## src/ssc_pkg.sv

```systemverilog
package ssc_pkg;

	// ****************************************
	// Register map
	// ****************************************
	localparam logic [7:0] SSC_CTRL_OFF = 8'h00;
	localparam logic [7:0] SSC_STAT_OFF = 8'h04;
	localparam int SSC_CTRL_EN_BIT = 0;
	localparam int SSC_CTRL_STALL_BIT = 1;
	localparam logic SSC_CTRL_EN_RST = 1'b1;
	localparam logic SSC_CTRL_STALL_RST = 1'b0;
	localparam int SSC_STAT_ILV_BIT = 0;
	localparam int SSC_STAT_LIVE_BIT = 1;
	localparam int SSC_STAT_LOW_LSB = 2;
	localparam int SSC_STAT_CNT_LSB = 4;
	localparam int SSC_STAT_RDY_BIT = 6;

	// ****************************************
	// Bus and data layout
	// ****************************************
	localparam logic [1:0] SSC_HTRANS_NONSEQ = 2'b10;
	localparam int SSC_LANES = 4;
	localparam int SSC_BYTE_W = 8;
	localparam int SSC_LANE_W = 9;
	localparam int SSC_WORD_W = 36;
	localparam int SSC_BURST_W = 2;
	localparam logic SSC_STRAP_RST = 1'b1;

endpackage : ssc_pkg

```

## src/ssc_capture.sv

```systemverilog
// Design decisions made here: the AHB-Lite interface to the registers and the placing of the registers.
`timescale 1ns/10ps
// Functional notes
// - Address sampled on rising edge picks one memory location.
// - Active-low lane selects act only with write strobe; lane owns byte+parity.
// - Write strobe is sampled only on edges with clock gate low.
// - Advance/load high with gate low steps the burst counter of a live burst.
// - Advance/load low loads the presented address as a new access.
// - All synchronous inputs, write data included, captured on hclk.
// - Edges count only while the clock gate is low.
// - Selected only with first select low, second high, third low.
// - Raised gate holds previous cycle state, no deselect.
// - Strap high or floating is interleaved, low linear; fixed in use.
// - Data pins released in write data phase and while deselected.
module ssc_capture #(
	parameter int ADDR_W = 18,
	parameter int MEM_AW = 4
) (
	input wire logic hclk,
	input wire logic hresetn,
	input wire logic hsel,
	input wire logic [31:0] haddr,
	input wire logic [1:0] htrans,
	input wire logic hwrite,
	input wire logic [2:0] hsize,
	input wire logic [31:0] hwdata,
	input wire logic hready,
	output logic hreadyout,
	output logic hresp,
	output logic [31:0] hrdata,
	input wire logic clock_gate_n,
	input wire logic chip_sel_first_n,
	input wire logic chip_sel_second,
	input wire logic chip_sel_third_n,
	input wire logic write_strobe_n,
	input wire logic advance_or_load,
	input wire logic lane_a_write_sel_n,
	input wire logic lane_b_write_sel_n,
	input wire logic lane_c_write_sel_n,
	input wire logic lane_d_write_sel_n,
	input wire logic burst_addr_bit0,
	input wire logic burst_addr_bit1,
	input wire logic [ADDR_W-3:0] addr_upper,
	input wire logic output_enable_n,
	input wire logic burst_order_strap,
	input wire logic [ssc_pkg::SSC_LANES*ssc_pkg::SSC_BYTE_W-1:0] dq_in,
	output logic [ssc_pkg::SSC_LANES*ssc_pkg::SSC_BYTE_W-1:0] dq_out,
	output logic dq_oe,
	input wire logic [ssc_pkg::SSC_LANES-1:0] parity_io_lane_in,
	output logic [ssc_pkg::SSC_LANES-1:0] parity_io_lane_out,
	output logic parity_io_lane_oe,
	output logic read_buf_ready
);
	import ssc_pkg::*;
	localparam int DEPTH = 1 << MEM_AW;
	typedef struct packed {
		logic ctrl_en;
		logic drain_stall;
		logic strap_s1;
		logic strap_s2;
		logic interleave;
		logic [2:0] strap_age;
		logic [ADDR_W-1:0] base;
		logic [SSC_BURST_W-1:0] cnt;
		logic live;
		logic last_wr;
		logic p1_v;
		logic p1_wr;
		logic [ADDR_W-1:0] p1_a;
		logic [SSC_LANES-1:0] p1_ln;
		logic p2_v;
		logic p2_wr;
		logic [ADDR_W-1:0] p2_a;
		logic [SSC_LANES-1:0] p2_ln;
		logic [DEPTH-1:0][SSC_WORD_W-1:0] mem;
		logic ap_v;
		logic ap_wr;
		logic [7:0] ap_a;
		logic [31:0] rdata;
	} ssc_state_type;
	ssc_state_type q;
	ssc_state_type next_q;
	logic en;
	logic sel;
	logic [SSC_LANES-1:0] lanes_n;
	logic [ADDR_W-1:0] pin_addr;
	logic [SSC_BURST_W-1:0] step_cnt;
	logic [SSC_BURST_W-1:0] step_low;
	logic buf_in_valid;
	logic buf_in_ready;
	logic buf_out_valid;
	logic buf_out_ready;
	logic [SSC_WORD_W-1:0] buf_out_data;
	logic [1:0] buf_count;
	logic [31:0] stat_word;
	logic [MEM_AW-1:0] widx;
	logic [SSC_LANE_W-1:0] lane0_cur;
	// ****************************************
	// Pin decode
	// ****************************************
	// Gate low qualifies every edge; no edge, no change
	assign en = !clock_gate_n;
	assign sel = !chip_sel_first_n && chip_sel_second &&
		!chip_sel_third_n && q.ctrl_en;
	assign lanes_n = {lane_d_write_sel_n, lane_c_write_sel_n,
		lane_b_write_sel_n, lane_a_write_sel_n};
	assign pin_addr = {addr_upper, burst_addr_bit1, burst_addr_bit0};
	assign step_cnt = SSC_BURST_W'(q.cnt + 1'b1);
	// Only the two low bits move, so the burst stays aligned
	assign step_low = q.interleave ? (q.base[SSC_BURST_W-1:0] ^ step_cnt) :
		SSC_BURST_W'(q.base[SSC_BURST_W-1:0] + step_cnt);
	assign widx = q.p2_a[MEM_AW-1:0];
	assign lane0_cur = q.mem[widx][SSC_LANE_W-1:0];
	// ****************************************
	// Read data buffer
	// ****************************************
	// Read word leaves the array one edge after its command
	assign buf_in_valid = en && q.p1_v && !q.p1_wr;
	// Stall holds words; released, they drain so no later read sees them
	assign buf_out_ready = en && !q.drain_stall;
	assign read_buf_ready = buf_in_ready;
	ssc_skid_buf #(
		.WIDTH(SSC_WORD_W),
		.DEPTH(2)
	) u_rd_buf (
		.hclk(hclk),
		.hresetn(hresetn),
		.in_valid(buf_in_valid),
		.in_ready(buf_in_ready),
		.in_data(q.mem[q.p1_a[MEM_AW-1:0]]),
		.out_valid(buf_out_valid),
		.out_ready(buf_out_ready),
		.out_data(buf_out_data),
		.fill_count(buf_count)
	);

	// ****************************************
	// Pin drivers
	// ****************************************
	// Driven only in a read data phase; writes and deselect release
	assign dq_oe = buf_out_valid && q.p2_v && !q.p2_wr &&
		!output_enable_n;
	assign parity_io_lane_oe = dq_oe;
	always_comb begin
		for (int i = 0; i < SSC_LANES; i++) begin
			dq_out[i*SSC_BYTE_W +: SSC_BYTE_W] =
				buf_out_data[i*SSC_LANE_W +: SSC_BYTE_W];
			parity_io_lane_out[i] =
				buf_out_data[i*SSC_LANE_W + SSC_BYTE_W];
		end
	end

	// ****************************************
	// Bus slave answers
	// ****************************************
	assign hreadyout = 1'b1;
	assign hresp = 1'b0;
	assign hrdata = q.rdata;
	always_comb begin
		stat_word = '0;
		stat_word[SSC_STAT_ILV_BIT] = q.interleave;
		stat_word[SSC_STAT_LIVE_BIT] = q.live;
		stat_word[SSC_STAT_LOW_LSB +: SSC_BURST_W] =
			q.p1_a[SSC_BURST_W-1:0];
		stat_word[SSC_STAT_CNT_LSB +: 2] = buf_count;
		stat_word[SSC_STAT_RDY_BIT] = buf_in_ready;
	end

	// ****************************************
	// Next state
	// ****************************************
	always_comb begin
		next_q = q;
		// Strap passes two flops, then is caught once after release
		next_q.strap_s1 = burst_order_strap;
		next_q.strap_s2 = q.strap_s1;
		if (q.strap_age[1] && !q.strap_age[2]) begin
			next_q.interleave = q.strap_s2;
		end
		next_q.strap_age = {q.strap_age[1:0], 1'b1};
		// Register bus: word read is latched in the address phase
		next_q.ap_v = 1'b0;
		if (hsel && hready && htrans == SSC_HTRANS_NONSEQ) begin
			next_q.ap_v = 1'b1;
			next_q.ap_wr = hwrite;
			next_q.ap_a = haddr[7:0];
			next_q.rdata = '0;
			if (haddr[7:0] == SSC_CTRL_OFF) begin
				next_q.rdata[SSC_CTRL_EN_BIT] = q.ctrl_en;
				next_q.rdata[SSC_CTRL_STALL_BIT] = q.drain_stall;
			end else if (haddr[7:0] == SSC_STAT_OFF) begin
				next_q.rdata = stat_word;
			end
		end
		if (q.ap_v && q.ap_wr && q.ap_a == SSC_CTRL_OFF) begin
			next_q.ctrl_en = hwdata[SSC_CTRL_EN_BIT];
			next_q.drain_stall = hwdata[SSC_CTRL_STALL_BIT];
		end
		// Device pipeline moves only on qualified edges
		if (en) begin
			next_q.p2_v = q.p1_v;
			next_q.p2_wr = q.p1_wr;
			next_q.p2_a = q.p1_a;
			next_q.p2_ln = q.p1_ln;
			if (advance_or_load) begin
				next_q.p1_v = q.live;
				next_q.p1_wr = q.last_wr;
				next_q.p1_ln = ~lanes_n & {SSC_LANES{q.last_wr}};
				if (q.live) begin
					next_q.cnt = step_cnt;
					next_q.p1_a = {q.base[ADDR_W-1:SSC_BURST_W],
						step_low};
				end
			end else if (sel) begin
				next_q.base = pin_addr;
				next_q.cnt = '0;
				next_q.live = 1'b1;
				next_q.last_wr = !write_strobe_n;
				next_q.p1_v = 1'b1;
				next_q.p1_wr = !write_strobe_n;
				next_q.p1_a = pin_addr;
				next_q.p1_ln = ~lanes_n & {SSC_LANES{!write_strobe_n}};
			end else begin
				next_q.live = 1'b0;
				next_q.p1_v = 1'b0;
			end
			// Write data lands two edges after its address
			if (q.p2_v && q.p2_wr) begin
				for (int i = 0; i < SSC_LANES; i++) begin
					if (q.p2_ln[i]) begin
						next_q.mem[widx][i*SSC_LANE_W +: SSC_LANE_W] =
							{parity_io_lane_in[i],
							dq_in[i*SSC_BYTE_W +: SSC_BYTE_W]};
					end
				end
			end
		end
	end

	always_ff @(posedge hclk or negedge hresetn) begin
		if (!hresetn) begin
			q <= '0;
			q.ctrl_en <= SSC_CTRL_EN_RST;
			q.drain_stall <= SSC_CTRL_STALL_RST;
			q.interleave <= SSC_STRAP_RST;
		end else begin
			q <= next_q;
		end
	end
endmodule : ssc_capture

```

## src/ssc_skid_buf.sv

```systemverilog
`timescale 1ns/10ps
module ssc_skid_buf #(
	parameter int WIDTH = 36,
	parameter int DEPTH = 2
) (
	input wire logic hclk,
	input wire logic hresetn,
	input wire logic in_valid,
	output logic in_ready,
	input wire logic [WIDTH-1:0] in_data,
	output logic out_valid,
	input wire logic out_ready,
	output logic [WIDTH-1:0] out_data,
	output logic [$clog2(DEPTH):0] fill_count
);
	import ssc_pkg::*;

	localparam int PW = (DEPTH > 1) ? $clog2(DEPTH) : 1;
	localparam int CW = $clog2(DEPTH) + 1;

	typedef struct packed {
		logic [DEPTH-1:0][WIDTH-1:0] slot;
		logic [PW-1:0] wr_ptr;
		logic [PW-1:0] rd_ptr;
		logic [CW-1:0] count;
	} ssc_buf_type;

	ssc_buf_type q;
	ssc_buf_type next_q;
	logic push;
	logic pop;

	// ****************************************
	// Honest flags straight from the count
	// ****************************************
	assign in_ready = (q.count != CW'(DEPTH));
	assign out_valid = (q.count != '0);
	assign out_data = q.slot[q.rd_ptr];
	assign fill_count = q.count;
	assign push = in_valid && in_ready;
	assign pop = out_valid && out_ready;

	// Pointers wrap at DEPTH, so any depth works
	always_comb begin
		next_q = q;
		if (push) begin
			next_q.slot[q.wr_ptr] = in_data;
			next_q.wr_ptr = (q.wr_ptr == PW'(DEPTH - 1)) ? '0 :
				PW'(q.wr_ptr + 1'b1);
		end
		if (pop) begin
			next_q.rd_ptr = (q.rd_ptr == PW'(DEPTH - 1)) ? '0 :
				PW'(q.rd_ptr + 1'b1);
		end
		next_q.count = CW'(q.count + CW'(push) - CW'(pop));
	end

	always_ff @(posedge hclk or negedge hresetn) begin
		if (!hresetn) begin
			q <= '0;
		end else begin
			q <= next_q;
		end
	end

endmodule : ssc_skid_buf

```

## config.mk

```make
export PLATFORM = sky130hd
export DESIGN_NAME = ssc_capture
export DESIGN_NICKNAME = d
export VERILOG_FILES = /design/src/ssc_pkg.sv /design/src/ssc_capture.sv /design/src/ssc_skid_buf.sv
export SDC_FILE = /design/constraint.sdc
export NUM_CORES = 1
export LEC_CHECK = 0
export BUFFER_PORTS_ARGS = -buffer_cell sky130_fd_sc_hd__clkbuf_2
export CAP_MARGIN = 0
export CORE_ASPECT_RATIO = 0.8
export CORE_MARGIN = 10
export CORE_UTILIZATION = 66
export CTS_CLUSTER_SIZE = 40
export DETAILED_ROUTE_END_ITERATION = 10
export GPL_ROUTABILITY_DRIVEN = 0
export PLACE_DENSITY = 0.95
export SYNTH_ARGS = -nofsm -noshare
export SYNTH_HDL_FRONTEND = slang
export SYNTH_HIERARCHICAL = 1
export SYNTH_SLANG_ARGS = --single-unit
export TNS_END_PERCENT = 100
```

## constraint.sdc

```tcl
create_clock -name hclk -period 3.8 [get_ports hclk]
set_input_delay 0.76 -clock hclk [delete_from_list [all_inputs] [get_ports hclk]]
set_output_delay 0.76 -clock hclk [all_outputs]
set_load 0.05 [all_outputs]
```

==> impl_results.md <==
- IO Port Bufs: 114
- Switching Share: 26.8%
- CP Data Arrival Time: 2330 ps
- Highest clock rate: 324 MHz
- Area added between synthesis and finish: 9.11%
- Share of the cycle needed by the critical path after routing: 81.2%
- Horiz. Die Dim: 274 um
- Net switching power: 0.00467 W
- Die Span Y: 223 um
- Clk root buf: clkbuf_16
- Final setup fails: 0
- Fin cells: 2,878
- TritonRoute pass-1 iters: 5
- Most frequent cells in the layout: 700 x dfrtp_1, 387 x mux2_2, 303 x mux2_4
- Reg power frac: 47.1%
- Synthesized area: 34,100 um2
- Cts repair resizes: 0
- Sequential area share after synthesis: 51.7%
- Clock share of power: 40.0%
- Setup TNS: 0 ps
- Post-DP Area: 34,900 um2
- Worst setup SP type: register
- Placed cells: 2,761
- HPWL Detailed: 49,900 um
- H-tree Lvls: 3
- Status: complete, no violations
- Yosys reg bits: 705
- Post-synth ARST share: 100%
- Clk_skew: 28.0 ps
- Cell leakage power: 19.1 nW
- Slew margin rel.: 25.0%
- Comb pwr share: 13.0%
- Row Count: 74
- Area of the die: 61,200 um2
- MaxCap Viol Count: 0
- Mapped Cells: 2,050
- # DRC: 0
- Int Power: 0.0128 W
- Reg clk slew, reported paths: 60 ps
- Post-CTS Setup Bufs: 0
- Hold slack: 265 ps
- Final global-route overflow total: 0
- Clk_lat worst skew: 620 ps
- Worst hold path type: in -> reg
- VDD IR max: 0.000312 V
- Layout cell share with drive strength beyond 1: 54.5%
- Vias per cell: 6.68
- CP Class: reg -> out
- Via Count: 19,200
- Max clock buf depth: 3
- Area leader, netlist: dfrtp_1
- Top FF cell, synth: dfrtp_1
- Max FO, Critical Path: 10
- Largest net degree at the start of global routing: 112
- RSZ-0062 raised after global routing: no
- Detailed Route WL: 84,100 um
- Post-CTS Hold Fix Bufs: 0
- NumNets Final: 2,290
- Sink Count: 705
- Initial DRC Count: 1,999
- Top cell type's share of synthesized area: 51.6%
- Synth area leaders: dfrtp_1 52%, mux2_4 13%, mux2_2 13%, mux4_2 9.5%, a22oi_1 1.6%
- PwrDens: 469 nW/um2
- CTS tree: done
- Pwr Total: 0.0174 W
- Max Slew Vio Count: 0
- Minimum clock period: 3090 ps
- Type of destination of the critical path: output pin
- # IOs: 213
- Initial Utilization: 66.8%
- Worst slew pin tran: 1120 ps
- Antenna diodes: 0
- Number of synthesized flops with an enable pin: 0
- Gr usage total: 28.0%
- Mean Syn Cell Area: 16.6 um2
- Routed Antenna Nets: 0
- TritonCTS Buffers: 68
- First-pass GRT wire length: 132,000 um
- Most common cell after layout, fill and taps aside: dfrtp_1
- Core area: 51,100 um2
- Antenna violations before repair: 2
- Post-DR wirelength/cell: 29.2 um
- Yosys warnings: 6
- Vias in the first global route: 21,500
- Yosys cell types: 64
- Hold Violations, Final: 0
- Fin area: 37,200 um2
- CP Data Required Time: 3040 ps
[layer usage]
layer / up-vias / global-route usage (%) / wire length (um)
li1: 7728 / - / -
met1: 10300 / 36.6 / 33100
met2: 932 / 44.9 / 41300
met3: 244 / 6.25 / 6110
met4: 4 / 11.4 / 3490
met5: - / 0 / 27
[per-stage QoR]
stage               utilization [%]  setup slack, ps
finish                         72.8              714
global route                   72.8              675
detailed placement             68.4              707
CTS                            72.8              747
global placement               68.4              816
floorplan                         -              261
[layout make-up]
type / instances / area, um2
sequential: 705 / 17700
tap: 684 / 856
inverter: 10 / 37.5
multi-input combinational: 1205 / 15300
clock inverter: 11 / 108
clock buffer: 106 / 2170
fill: 2873 / 13900
timing repair buffer: 157 / 1090
[power by group through the flow]
stage	clock network [W]	logic, W	registers [W]
CTS	0.00702	0.00226	0.00820
floorplan	0	0.00177	0.00808
detailed placement	0	0.00223	0.00832
global placement	0	0.00215	0.00828
finish	0.00697	0.00226	0.00821
global route	0.00733	0.00239	0.00824
[logic make-up after synthesis]
kind of cell / Yosys count / synth area share (%)
flip-flops: 705 / 51.7
other: 2 / 0.0220
AND/OR/NAND/NOR: 218 / 6.02
XOR/XNOR: 6 / 0.194
multiplexers: 845 / 36.0
AO/OA/AOI/OAI: 105 / 2.22
buffers and inverters: 166 / 3.77
adder cells (fa/ha/maj): 3 / 0.110
[sequential cells by signal, summed over array words and instances (netlist names)]
register             count
next_q                   3
u_rd_buf/fill_count      2
u_rd_buf/q              74
q                      619
hrdata                   7
[critical path, cell delays in order (launching register included)]
cell	delay (ps)
dfrtp_1	740
nor4bb_1	600
clkbuf_2	390
[final timing paths]
path | startpoint | to | slack [ps] | cells past startpoint
setup / recovery | q[641] | dq_oe | 710 | 2
hold / removal | burst_order_strap | next_q[692] | 260 | 1
setup reg to reg | q[646] | u_rd_buf/q[56] | 1060 | 5
hold reg to reg | next_q[689] | next_q[690] | 350 | 0
max in group asynchronous | hresetn | q[294] | 2530 | 2
min in group asynchronous | hresetn | u_rd_buf/q[17] | 280 | 1
[synthesized netlist by cell type (4+ instances only)]
cell             n
a22oi_1         72
inv_1           10
nand2_8         24
mux2_2         387
and4bb_4         4
buf_12          10
mux2_4         303
nor2_8          20
xnor2_1          4
buf_2           20
dfrtp_1        703
buf_4           39
nand2_2         20
mux2i_1          7
buf_8            4
and4b_1          4
mux4_2         144
and3_1           4
nor2b_1          4
nand2_1         91
nand4b_4         7
o21bai_1         4
mux2_1           4
nor2_1           9
dlygate4sd3_1   35
nor4b_4          4
o21ai_0         16
clkbuf_1        34
buf_6            8
buf_1            5
Note: power is estimated with default switching activity, not from simulation.
